<file path="src/core/qir_pkg.sv">
package qir_pkg;
   localparam logic [7:0] OFF_CTRL = 8'h00;
   localparam logic [7:0] OFF_MAX = 8'h04;
   localparam logic [7:0] OFF_CNT = 8'h08;
   localparam logic [7:0] OFF_INIT = 8'h0C;
   localparam logic [7:0] OFF_STAT = 8'h10;
   localparam logic [7:0] OFF_IFLAG = 8'h14;
   localparam logic [7:0] OFF_IMASK = 8'h18;
   localparam int CTRL_W = 4;
   localparam int CTRL_EN = 0;
   localparam int CTRL_CRS_LO = 1;
   localparam int CTRL_CRS_HI = 2;
   localparam int CTRL_IEI = 3;
   localparam logic [3:0] CTRL_RST = 4'h0;
   localparam logic [1:0] CRS_INDEX = 2'h0;
   localparam int STAT_FIRST_INDEX_SEEN_FLAG = 0;
   localparam int STAT_FIRST_INDEX_DIRECTION_FLAG = 1;
   localparam int STAT_DIR = 2;
   localparam int STAT_EDGE_LO = 3;
   localparam int STAT_EDGE_HI = 4;
   localparam int INT_W = 4;
   localparam int INT_IDX = 0;
   localparam int INT_DIRCHG = 1;
   localparam int INT_WRAP = 2;
   localparam int INT_PHERR = 3;
   localparam logic [3:0] IMASK_RST = 4'h0;
   localparam logic [31:0] MAX_RST = 32'hFFFFFFFF;
   localparam logic [31:0] INIT_RST = 32'h00000000;
   localparam int SYNC_STAGES = 2;
endpackage : qir_pkg

</file>
<file path="src/core/qir_qdec.sv">
`timescale 1ns/1ps
module qir_qdec (
   input wire logic clk_i,          // clock
   input wire logic rst_i,          // sync reset, high
   input wire logic a_i,            // synchronised phase a
   input wire logic b_i,            // synchronised phase b
   output logic edge_o,             // one legal quadrature step, pulse
   output logic fwd_o,              // direction of that step
   output logic dirchg_o,           // direction reversed, pulse
   output logic pherr_o,            // both phases moved, pulse
   output logic [1:0] state_o,      // current phase state {a,b}
   output logic dir_o               // last direction, 1 forward
);
   logic [1:0] prev_q;
   logic dir_q;
   logic [1:0] cur;
   logic moved;
   logic both;
   logic fwd;
   assign cur = {a_i, b_i};
   assign moved = cur != prev_q;
   assign both = &(cur ^ prev_q);
   // forward sequence 00 01 11 10
   assign fwd = (prev_q == 2'h0 && cur == 2'h1) ||
                (prev_q == 2'h1 && cur == 2'h3) ||
                (prev_q == 2'h3 && cur == 2'h2) ||
                (prev_q == 2'h2 && cur == 2'h0);
   assign edge_o = moved & ~both;
   assign fwd_o = fwd;
   assign pherr_o = both;
   assign dirchg_o = edge_o & (fwd != dir_q);
   assign state_o = cur;
   assign dir_o = dir_q;
   always_ff @(posedge clk_i) begin
      if (rst_i) begin
         prev_q <= 2'h0;
         dir_q <= 1'b1;
      end else begin
         prev_q <= cur;
         if (edge_o) begin
            dir_q <= fwd;
         end
      end
   end
endmodule : qir_qdec

</file>
<file path="src/core/qir_sync.sv">
`timescale 1ns/1ps
module qir_sync #(
   parameter int W = 3
) (
   input wire logic clk_i,          // clock
   input wire logic rst_i,          // sync reset, high
   input wire logic [W-1:0] d_i,    // asynchronous pins
   output logic [W-1:0] q_o         // synchronised levels
);
   logic [W-1:0] s1_q;
   logic [W-1:0] s2_q;
   genvar g;
   // first stage feeds only the second stage
   generate
      for (g = 0; g < W; g++) begin : g_bit
         always_ff @(posedge clk_i) begin
            if (rst_i) begin
               s1_q[g] <= 1'b0;
               s2_q[g] <= 1'b0;
            end else begin
               s1_q[g] <= d_i[g];
               s2_q[g] <= s1_q[g];
            end
         end
      end
   endgenerate
   assign q_o = s2_q;
endmodule : qir_sync

</file>
<file path="src/core/qir_top.sv">
// Chosen here: the address map and the APB slave port.
`timescale 1ns/1ps
module qir_top #(
   parameter int CNT_W = 32
) (
   input wire logic clk_i,          // 100 MHz clock
   input wire logic rst_i,          // sync reset, high
   input wire logic psel_i,         // apb select
   input wire logic penable_i,      // apb enable
   input wire logic pwrite_i,       // apb write
   input wire logic [7:0] paddr_i,  // apb byte address
   input wire logic [31:0] pwdata_i, // apb write data
   output logic [31:0] prdata_o,    // apb read data
   output logic pready_o,           // apb ready
   output logic pslverr_o,          // apb error, unmapped address
   input wire logic qa_i,           // encoder phase a pin
   input wire logic qb_i,           // encoder phase b pin
   input wire logic qi_i,           // encoder index pin
   output logic [CNT_W-1:0] position_count_o, // current count
   output logic irq_o               // level interrupt
);
   // synchronised pins
   logic [2:0] pins_s;
   logic a_s;
   logic b_s;
   logic idx_s;

   qir_sync #(
      .W(3)
   ) u_sync (
      .clk_i(clk_i),
      .rst_i(rst_i),
      .d_i({qi_i, qb_i, qa_i}),
      .q_o(pins_s)
   );

   assign a_s = pins_s[0];
   assign b_s = pins_s[1];
   assign idx_s = pins_s[2];

   logic q_edge;
   logic q_fwd;
   logic q_dirchg;
   logic q_pherr;
   logic [1:0] q_state;
   logic q_dir;

   qir_qdec u_qdec (
      .clk_i(clk_i),
      .rst_i(rst_i),
      .a_i(a_s),
      .b_i(b_s),
      .edge_o(q_edge),
      .fwd_o(q_fwd),
      .dirchg_o(q_dirchg),
      .pherr_o(q_pherr),
      .state_o(q_state),
      .dir_o(q_dir)
   );

   // registers
   logic [qir_pkg::CTRL_W-1:0] decoder_control_q;
   logic [CNT_W-1:0] position_max_q;
   logic [CNT_W-1:0] position_init_q;
   logic [CNT_W-1:0] position_count_q;
   logic [CNT_W-1:0] position_count_d;
   logic first_index_seen_flag_q;
   logic first_index_direction_flag_q;
   logic [1:0] index_edge_q;
   logic [qir_pkg::INT_W-1:0] int_flag_q;
   logic [qir_pkg::INT_W-1:0] int_flag_d;
   logic [qir_pkg::INT_W-1:0] int_mask_q;
   logic [31:0] prdata_q;

   // apb decode
   logic setup;
   logic wr;
   logic sel_ctrl;
   logic sel_max;
   logic sel_cnt;
   logic sel_init;
   logic sel_stat;
   logic sel_iflag;
   logic sel_imask;
   logic mapped;

   assign setup = psel_i & ~penable_i;
   assign wr = psel_i & penable_i & pwrite_i;
   assign sel_ctrl = paddr_i == qir_pkg::OFF_CTRL;
   assign sel_max = paddr_i == qir_pkg::OFF_MAX;
   assign sel_cnt = paddr_i == qir_pkg::OFF_CNT;
   assign sel_init = paddr_i == qir_pkg::OFF_INIT;
   assign sel_stat = paddr_i == qir_pkg::OFF_STAT;
   assign sel_iflag = paddr_i == qir_pkg::OFF_IFLAG;
   assign sel_imask = paddr_i == qir_pkg::OFF_IMASK;
   assign mapped = sel_ctrl | sel_max | sel_cnt | sel_init | sel_stat |
                   sel_iflag | sel_imask;

   // zero wait states: data is caught in the setup cycle
   assign pready_o = 1'b1;
   assign pslverr_o = psel_i & penable_i & ~mapped;
   assign prdata_o = prdata_q;

   // control fields
   logic en;
   logic [1:0] counter_reset_select;
   logic index_event_init;
   logic index_reset_mode;

   assign en = decoder_control_q[qir_pkg::CTRL_EN];
   assign counter_reset_select =
      decoder_control_q[qir_pkg::CTRL_CRS_HI:qir_pkg::CTRL_CRS_LO];
   assign index_event_init = decoder_control_q[qir_pkg::CTRL_IEI];
   assign index_reset_mode = counter_reset_select == qir_pkg::CRS_INDEX;

   // status word
   logic [31:0] decoder_status;
   always_comb begin
      decoder_status = 32'h00000000;
      decoder_status[qir_pkg::STAT_FIRST_INDEX_SEEN_FLAG] = first_index_seen_flag_q;
      decoder_status[qir_pkg::STAT_FIRST_INDEX_DIRECTION_FLAG] = first_index_direction_flag_q;
      decoder_status[qir_pkg::STAT_DIR] = q_dir;
      decoder_status[qir_pkg::STAT_EDGE_HI:qir_pkg::STAT_EDGE_LO] =
         index_edge_q;
   end

   // read mux
   logic [31:0] rdata;
   always_comb begin
      rdata = 32'h00000000;
      if (sel_ctrl) begin
         rdata[qir_pkg::CTRL_W-1:0] = decoder_control_q;
      end
      if (sel_max) begin
         rdata[CNT_W-1:0] = position_max_q;
      end
      if (sel_cnt) begin
         rdata[CNT_W-1:0] = position_count_q;
      end
      if (sel_init) begin
         rdata[CNT_W-1:0] = position_init_q;
      end
      if (sel_stat) begin
         rdata = decoder_status;
      end
      if (sel_iflag) begin
         rdata[qir_pkg::INT_W-1:0] = int_flag_q;
      end
      if (sel_imask) begin
         rdata[qir_pkg::INT_W-1:0] = int_mask_q;
      end
   end

   always_ff @(posedge clk_i) begin
      if (rst_i) begin
         prdata_q <= 32'h00000000;
      end else if (setup & ~pwrite_i) begin
         prdata_q <= rdata;
      end
   end

   always_ff @(posedge clk_i) begin
      if (rst_i) begin
         decoder_control_q <= qir_pkg::CTRL_RST;
         position_max_q <= qir_pkg::MAX_RST[CNT_W-1:0];
         position_init_q <= qir_pkg::INIT_RST[CNT_W-1:0];
         int_mask_q <= qir_pkg::IMASK_RST;
      end else if (wr) begin
         if (sel_ctrl) begin
            decoder_control_q <= pwdata_i[qir_pkg::CTRL_W-1:0];
         end
         if (sel_max) begin
            position_max_q <= pwdata_i[CNT_W-1:0];
         end
         if (sel_init) begin
            position_init_q <= pwdata_i[CNT_W-1:0];
         end
         if (sel_imask) begin
            int_mask_q <= pwdata_i[qir_pkg::INT_W-1:0];
         end
      end
   end

   // index pulse tracking
   logic idx_prev_q;
   logic idx_armed_q;
   logic idx_rise;
   logic idx_hit;
   logic first_hit;
   logic later_hit;
   logic first_index_seen_flag_clr;

   assign idx_rise = en & idx_s & ~idx_prev_q;
   // one reset per index pulse; the pulse ends the arming so a bad
   // earlier pulse can never leak into the next one
   assign first_hit = idx_armed_q & idx_s & q_edge &
                      ~first_index_seen_flag_q;
   assign later_hit = idx_armed_q & idx_s & q_edge &
                      first_index_seen_flag_q &
                      (q_state == index_edge_q);
   assign idx_hit = first_hit | later_hit;
   assign first_index_seen_flag_clr = wr & sel_stat & pwdata_i[qir_pkg::STAT_FIRST_INDEX_SEEN_FLAG];

   always_ff @(posedge clk_i) begin
      if (rst_i) begin
         idx_prev_q <= 1'b0;
         idx_armed_q <= 1'b0;
      end else begin
         idx_prev_q <= idx_s;
         if (idx_rise) begin
            idx_armed_q <= 1'b1;
         end else if (idx_hit | ~idx_s | ~en) begin
            idx_armed_q <= 1'b0;
         end
      end
   end

   // first index capture; a new first index wins over the clear
   always_ff @(posedge clk_i) begin
      if (rst_i) begin
         first_index_seen_flag_q <= 1'b0;
         first_index_direction_flag_q <= 1'b0;
         index_edge_q <= 2'h0;
      end else if (first_hit) begin
         first_index_seen_flag_q <= 1'b1;
         first_index_direction_flag_q <= q_fwd;
         index_edge_q <= q_state;
      end else if (first_index_seen_flag_clr) begin
         first_index_seen_flag_q <= 1'b0;
      end
   end

   // reset lands on the clock after the qualifying edge
   logic rst_pend_q;
   logic rst_fwd_q;

   always_ff @(posedge clk_i) begin
      if (rst_i) begin
         rst_pend_q <= 1'b0;
         rst_fwd_q <= 1'b0;
      end else begin
         rst_pend_q <= idx_hit & index_reset_mode;
         rst_fwd_q <= q_fwd;
      end
   end

   // counter
   logic at_max;
   logic at_zero;
   logic wrap;
   logic cnt_wr;

   assign at_max = position_count_q == position_max_q;
   assign at_zero = position_count_q == '0;
   assign cnt_wr = wr & sel_cnt;
   assign wrap = en & q_edge & ~rst_pend_q &
                 (q_fwd ? at_max : at_zero);

   always_comb begin
      position_count_d = position_count_q;
      if (cnt_wr) begin
         position_count_d = pwdata_i[CNT_W-1:0];
      end else if (rst_pend_q) begin
         if (rst_fwd_q) begin
            position_count_d = '0;
         end else begin
            position_count_d = position_max_q;
         end
      end else if (idx_rise & index_event_init) begin
         position_count_d = position_init_q;
      end else if (en & q_edge) begin
         if (q_fwd) begin
            position_count_d = at_max ? '0 : position_count_q + 1'b1;
         end else begin
            position_count_d = at_zero ? position_max_q :
                               position_count_q - 1'b1;
         end
      end
   end

   always_ff @(posedge clk_i) begin
      if (rst_i) begin
         position_count_q <= '0;
      end else begin
         position_count_q <= position_count_d;
      end
   end

   assign position_count_o = position_count_q;

   // interrupts: sticky, write one to clear, set wins
   logic [qir_pkg::INT_W-1:0] int_set;
   logic [qir_pkg::INT_W-1:0] int_clr;

   always_comb begin
      int_set = '0;
      int_set[qir_pkg::INT_IDX] = idx_rise;
      int_set[qir_pkg::INT_DIRCHG] = en & q_dirchg;
      int_set[qir_pkg::INT_WRAP] = wrap;
      int_set[qir_pkg::INT_PHERR] = en & q_pherr;
   end

   assign int_clr = (wr & sel_iflag) ? pwdata_i[qir_pkg::INT_W-1:0] : '0;
   assign int_flag_d = int_set | (int_flag_q & ~int_clr);

   always_ff @(posedge clk_i) begin
      if (rst_i) begin
         int_flag_q <= '0;
      end else begin
         int_flag_q <= int_flag_d;
      end
   end

   assign irq_o = |(int_flag_q & int_mask_q);

endmodule : qir_top

</file>
<file path="config.mk">
export PLATFORM = sky130hd
export DESIGN_NAME = qir_top
export DESIGN_NICKNAME = d
export VERILOG_FILES = /design/src/core/qir_pkg.sv /design/src/core/qir_qdec.sv /design/src/core/qir_sync.sv /design/src/core/qir_top.sv
export SDC_FILE = /design/constraint.sdc
export NUM_CORES = 1
export LEC_CHECK = 0
export ABC_AREA = 0
export BUFFER_PORTS_ARGS = -buffer_cell sky130_fd_sc_hd__buf_2
export CAP_MARGIN = 10
export CORE_MARGIN = 3
export CORE_UTILIZATION = 40
export CTS_CLUSTER_DIAMETER = 200
export DETAILED_ROUTE_END_ITERATION = 10
export GPL_TIMING_DRIVEN = 0
export MAX_ROUTING_LAYER = met4
export PLACE_DENSITY = 0.63
export SYNTH_ARGS = -nofsm -noshare
export SYNTH_HDL_FRONTEND = slang
export SYNTH_SLANG_ARGS = --single-unit
</file>
<file path="constraint.sdc">
create_clock -name clk_i -period 3.1 [get_ports clk_i]
set_clock_uncertainty 0.1 [all_clocks]
set_input_delay 0.465 -clock clk_i [delete_from_list [all_inputs] [get_ports clk_i]]
set_output_delay 0.465 -clock clk_i [all_outputs]
set_load 0.05 [all_outputs]
</file>
# After elaboration in Yosys (flattened, before gate mapping)
# Index checks and enable logic that the tools add are counted.
dict set report word_totals {
  reg_bits 157
  out_inout_bits 67
  wordCells 130
  input_bits 48
}
dict set report op_classes {
  n_mux 21
  n_addsub 2
  n_eq_ne 16
  bitwise 48
  n_reduce_logical 21
}
# cell n
set op_table {}
lappend op_table {{$mux W32} 12}
lappend op_table {{$add A32 B1 Y32 const B} 1}
lappend op_table {{$eq A32 B32 Y1} 1}
lappend op_table {{$logic_not A32 Y1} 1}
lappend op_table {{$sub A32 B1 Y32 const B} 1}
lappend op_table {{$and A1 B1 Y1} 25}
lappend op_table {{$eq A8 B5 Y1 const B} 3}
lappend op_table {{$eq A8 B4 Y1 const B} 2}
lappend op_table {{$mux W4} 4}
lappend op_table {{$reduce_and A2 Y1} 5}
lappend op_table {{$not A1 Y1} 9}
lappend op_table {{$or A1 B1 Y1} 9}
lappend op_table {{$and A4 B4 Y4} 2}
lappend op_table {{$eq A2 B2 Y1 const B} 4}
lappend op_table {{$eq A8 B3 Y1 const B} 1}
lappend op_table {{$logic_not A8 Y1} 1}
lappend op_table {{$logic_not A2 Y1} 3}
lappend op_table {{$mux W1} 5}
lappend op_table {{$eq A2 B1 Y1 const B} 2}
lappend op_table {{$logic_and A1 B1 Y1} 4}
lappend op_table {{$not A4 Y4} 1}
lappend op_table {{$or A4 B4 Y4} 1}
lappend op_table {{$reduce_bool A2 Y1} 2}
lappend op_table {{$reduce_bool A4 Y1} 1}
lappend op_table {{6 further kinds} 8}

# Logic depth before layout (Yosys ltp)
dict set report logic_depth {
  depth_word 12
  ltp_mapped 11
  mapped_depth_nobuf 9
}

# By module
# From an unflattened synthesis, not the netlist that was laid out.
dict set report hier_totals {
  cells_unflattened 1255
  hier_area_um2 9416.5
}
# module cells_per_inst area_per_inst_um2 n_inst
set modules_own_cells {}
lappend modules_own_cells {qir_top 1225 9081.2 1}
lappend modules_own_cells {qir_qdec 18 177.7 1}
lappend modules_own_cells {qir_sync 12 157.7 1}

# Worst setup path before layout
# Ideal clock, no wire load.
dict set report synth_path {
  path_kind {register to register}
  from {register position_count_q[8], in the netlist position_count_o[8]}
  to {register position_count_q[14], in the netlist position_count_o[14]}
  n_path_buf 2
  period_less_slack_ps 2834
  path_stages_with_launch 10
  t_required_ps 2871
  slack_ps 266
  t_arrival_ps 2604
  cell_sequence {dfxtp_1 buf_1 xor2_1 nor4_1 nand4_1 o21ai_1 clkbuf_1 nor2_1 a2111oi_4 nor3_1}
}
dict set report synth_via {
  elab_chain_cells 7
  word_cells_on_any_way 11
  cone_classes {add/sub: 2; eq/ne: 1; mux: 7; reduce/logical: 1}
}
# item line
set synth_rtl {}
lappend synth_rtl {{from (decl)} qir_top.sv:65} ;# logic [CNT_W-1:0] position_count_q;
lappend synth_rtl {{from (signal assigned)} qir_top.sv:285} ;# position_count_q <= position_count_d;
lappend synth_rtl {{$sub A32 B1 Y32, or another cell as far along} qir_top.sv:276} ;# position_count_q - 1'b1;
lappend synth_rtl {{$mux W32, on equally long branches} {qir_top.sv:275, qir_top.sv:273}}
lappend synth_rtl {{$mux W32 (*)} qir_top.sv:272} ;# if (q_fwd) begin
lappend synth_rtl {{$mux W32 (*)} qir_top.sv:271} ;# end else if (en & q_edge) begin
lappend synth_rtl {{$mux W32 (*)} qir_top.sv:269} ;# end else if (idx_rise & index_event_init) begin
lappend synth_rtl {{$mux W32 (*)} qir_top.sv:263} ;# end else if (rst_pend_q) begin
lappend synth_rtl {{$mux W32 (*)} qir_top.sv:261} ;# if (cnt_wr) begin
# Mark *: on every way between the ends. The rest lies on a longest branch, timed or not. The select of a mux whose other input is x is not followed.
# A chain may end at the register's enable or synchronous reset.

# Worst setup path after layout
dict set report layout_path {
  from {register position_count_q[18], in the netlist position_count_o[18]}
  to {register position_count_q[6], in the netlist position_count_o[6]}
}
dict set report layout_via {
  elab_chain_cells 7
  word_cells_on_any_way 9
  cone_classes {eq/ne: 1; mux: 7; reduce/logical: 1}
}
# item line
set layout_rtl {}
lappend layout_rtl {{$eq A32 B32 Y1 or $logic_not A32 Y1 (tied branches)} {qir_top.sv:253, qir_top.sv:254}}
lappend layout_rtl {{$mux W32, on equally long branches} {qir_top.sv:273, qir_top.sv:275}}
lappend layout_rtl {{$mux W32 (*)} qir_top.sv:272}
lappend layout_rtl {{$mux W32 (*)} qir_top.sv:271}
lappend layout_rtl {{$mux W32 (*)} qir_top.sv:269}
lappend layout_rtl {{$mux W32 (*)} qir_top.sv:263}
lappend layout_rtl {{$mux W32 (*)} qir_top.sv:261}
# Marks and branches as above.

==> flow_summary.yaml <==
setup_path:
  endpoint: "position_count_o[6]"
  worstSetupStartpoint: "position_count_o[18]"
  cp-start-kind: "flip-flop"
  crit_slowest_cell: "or4_1"
  path_max_fanout: 9
  endpoint_kind: "flip-flop"
  reg2reg_depth: 8
  arrival_ns: 3.28
  worst_ep_required_time_ns: 3.33
  critical_path_class: "flip-flop to flip-flop"
  max_stage_delay_ns: 0.61
  reg2reg_to: "position_count_o[6]"
  crit_chain: "clkbuf_1, or4_1, or2_1, or3_4, mux2i_1, o22ai_1, a21oi_1, a211oi_2"
  reg2reg_slack_ns: 0.06
  reg2reg_from: "position_count_o[18]"
logic_synthesis:
  synth_area_um2: 9300
  muxShareOfSynthArea: 0.00861
  yosys.area_share.simple: 0.262
  synth_top_family_by_area: "simple AND/OR/NAND/NOR gates"
  synth_warnings: 0
  ys_seq_elements: 157
  synth_edf_count: 0
  ys_dominant_reg_cell: "dfxtp_1"
  ys_types: 75
  synth_compound_area_frac: 0.241
  synth_top_area_share: 0.338
  synthXorXnorAreaFrac: 0.0810
  synthArstFlopShare: 0
  avgSynthCellArea_um2: 7.65
  synth.area.top_cells: "dfxtp_1, nand2_1, xor2_1"
  syn-num-nets: 1267
  synthAdderAreaFrac: 0.00538
  yosysTopAreaCell: "dfxtp_1"
  syn_inst: 1215
  yosysSeqAreaShare: 0.338
final_layout:
  final_util: 0.483
  nNetsFinal: 1398
  area_growth_pct: 18.0
  drive_above_1_share: 0.160
  antennaDiodeCount: 0
worst_hold_path:
  worstHoldPathType: "primary input to flip-flop"
floorplan:
  dieArea_um2: 25100
  core_area_um2: 22700
  die_y_um: 158
  num_rows: 55
  initial_core_util: 0.409
  ios: 115
  chipWidth_um: 158
global_route:
  grt_max_degree: 17
  first_global_vias: 9602
  antenna_found_initial: 0
  grt_pass1_wl_mm: 59.1
  grt_remaining_overflow: 0
  grtUsageTotal: 0.324
detailed_routing:
  wl_met1_mm: 16.4
  vias: 10301
  routed-wl-met3_mm: 3.64
  ant_nets: 0
  drtIter0Drc: 1404
  top_layer: "met4"
  post_drt_via_cell_ratio: 6.27
  wl_per_cell_um: 24.6
  wl_mm: 40.5
  drc: 0
  first_pass_iters: 7
  dr_wl_met2_mm: 18.0
pwr:
  ir_drop_mv: 0.296
  leakage_uw: 0.00422
  power.density_nw_per_um2: 434
timing:
  slew_headroom: 0.411
  hold_viol: 0
  post-route-period-util: 0.982
  worst_pin_slew_ns: 0.883
  drv_slew: 0
  worst_hold_slack_ns: 0.133
  finalSetupViolations: 0
  fmax_mhz: 329
  fin_crit_ns: 3.04
placed_design:
  port_buffers: 112
  hpwl_mm: 30.9
  gp_congestion: 0.995
clock_network:
  htree_levels: 4
  numCtsBuffers: 17
  cts-root-buf: "clkbuf_16"
  tritoncts: "done"
  path_clk_slew_ns: 0.07
  cts.sinks: 157
  insertion_delay_ns: 0.44
  cts_buffer_depth: 2
  holdBufCountCts: 0
flow_run:
  cap_violations: 0
status:
  status: "finished clean"
## critical path: cells and delay by family, from the launching register on
family,cells,cell delay (ns)
muxes,1,0.14
DFF,1,0.31
AOI/OAI and AO/OA,3,0.72
and+or+nand+nor,3,1.40
buffers and inverters,1,0.28
## sequential cells by signal, indices dropped and copies added, names as in the netlist
name / flops
decoder_control_q: 4
int_mask_q: 4
idx_armed_q: 1
u_qdec.prev_q: 2
position_max_q: 32
position_count_o: 32
position_init_q: 32
rst_pend_q: 1
u_sync.q_o: 3
rst_fwd_q: 1
idx_prev_q: 1
first_index_direction_flag_q: 1
u_qdec.dir_o: 1
prdata_o: 32
int_flag_q: 4
index_edge_q: 2
u_sync.s1_q: 3
first_index_seen_flag_q: 1
## cell usage in the layout, fill, tap and decap left out, types with 5 or more instances in the layout
cell type	n
buf_2	126
a222oi_1	27
nor2b_1	11
nand2_1	174
clkbuf_1	83
o21ai_0	60
nor3_1	30
xnor2_1	24
dfxtp_1	157
o311ai_0	11
nor2_1	117
nand2b_1	5
clkbuf_16	17
and3_1	16
a211oi_1	46
o22ai_1	10
clkbuf_2	13
nand3_1	39
nor4_1	24
inv_1	18
xor2_1	62
nor3b_1	5
mux2i_1	8
or4_1	6
a221oi_1	14
a21oi_1	83
o31ai_1	5
a221o_1	9
nand3b_1	16
nand4_1	13
a22oi_1	8
o211ai_1	22
## final cells by class
type	count	area (um2)
clock inverters	14	195
inverters	19	71.3
repair buffers	113	568
plain buffers	120	546
flip-flops and latches	157	3140
fillers	2279	11700
multi-input cells	918	5650
well taps	285	357
clock buffers	18	439
## through the flow
stage / instance area (um2) / power [uW] / setup TNS [ns] / worst slack, ns / std cells
after global placement: 10200 / 2470 / -19.44 / -0.594 / 1612
after detailed placement: 10200 / 2470 / -24.15 / -0.559 / 1612
final: 11000 / 4760 / 0 / 0.0569 / 1644
after floorplan: 9300 / 2320 / 0 / 0.266 / 1215
after CTS: 10900 / 4750 / 0 / 0.00174 / 1643
after global routing: 11000 / 4850 / -0.00445 / -0.00264 / 1644
## per-layer routing
metal  GRT usage  vias to the layer above
li1            -                     4678
met1       0.417                     4801
met2       0.501                      664
met3      0.0429                      158
met4       0.167                        0
met5           -                        -
## worst min-delay path by stage
stage	cells past startpoint	to	from	slack [ns]
2_1_floorplan	1	u_sync.q_o[0]	u_sync.s1_q[0]	0.31
3_3_place_gp	1	u_sync.q_o[2]	u_sync.s1_q[2]	0.32
3_5_place_dp	1	u_sync.q_o[1]	u_sync.s1_q[1]	0.33
4_1_cts	2	u_sync.s1_q[2]	qi_i	0.13
5_1_grt	2	u_sync.s1_q[0]	qa_i	0.15
6_report	2	u_sync.s1_q[2]	qi_i	0.13
## synth_stat cells, types with 3 or more instances
| master | number |
|---|---|
| nand3b_1 | 16 |
| or4_1 | 6 |
| nand3_1 | 39 |
| xnor2_1 | 24 |
| o211ai_1 | 22 |
| nor3b_1 | 6 |
| nand2_1 | 174 |
| mux2i_1 | 8 |
| o311ai_0 | 11 |
| nor4b_1 | 3 |
| nor3_1 | 31 |
| a221oi_1 | 14 |
| o31ai_1 | 5 |
| and3_1 | 16 |
| a31oi_1 | 3 |
| a221o_1 | 9 |
| a22oi_1 | 8 |
| a2111oi_2 | 3 |
| o22ai_1 | 10 |
| a222oi_1 | 27 |
| and2_1 | 4 |
| or2_2 | 3 |
| nand4_1 | 13 |
| buf_2 | 12 |
| clkbuf_1 | 99 |
| buf_6 | 4 |
| inv_1 | 18 |
| nor4_1 | 27 |
| a211o_1 | 4 |
| nor2_1 | 117 |
| buf_4 | 3 |
| dfxtp_1 | 157 |
| o21ai_0 | 60 |
| nand2b_1 | 5 |
| ha_1 | 4 |
| a211oi_1 | 47 |
| nor2b_1 | 11 |
| a21oi_1 | 83 |
| xor2_1 | 62 |
## kinds of logic (layout without fill, tap and decap cells)
kind of cell / Yosys count / count (layout)
simple gates: 497 / 497
compound gates: 322 / 322
flops: 157 / 157
buf+inv: 140 / 284
xor+xnor: 86 / 86
mux: 8 / 8
fa+ha+maj: 4 / 4
other cells: 1 / 1
## timing repair
action / CTS / global route
setup buffers: 0 / 1
cloned: 0 / 0
endpoints found under the setup margin: 33 / 30
gates resized for setup: 16 / 25
## power breakdown
part / switching (uW) / total [uW] / leakage, uW / internal [uW]
sequential: 17.7 / 2060 / 0.00127 / 2040
combinational: 275 / 379 / 0.00264 / 105
clock: 997 / 2320 / 0.000309 / 1320
total: 1290 / 4760 / 0.00422 / 3470
(Power assumes the default switching activity.)
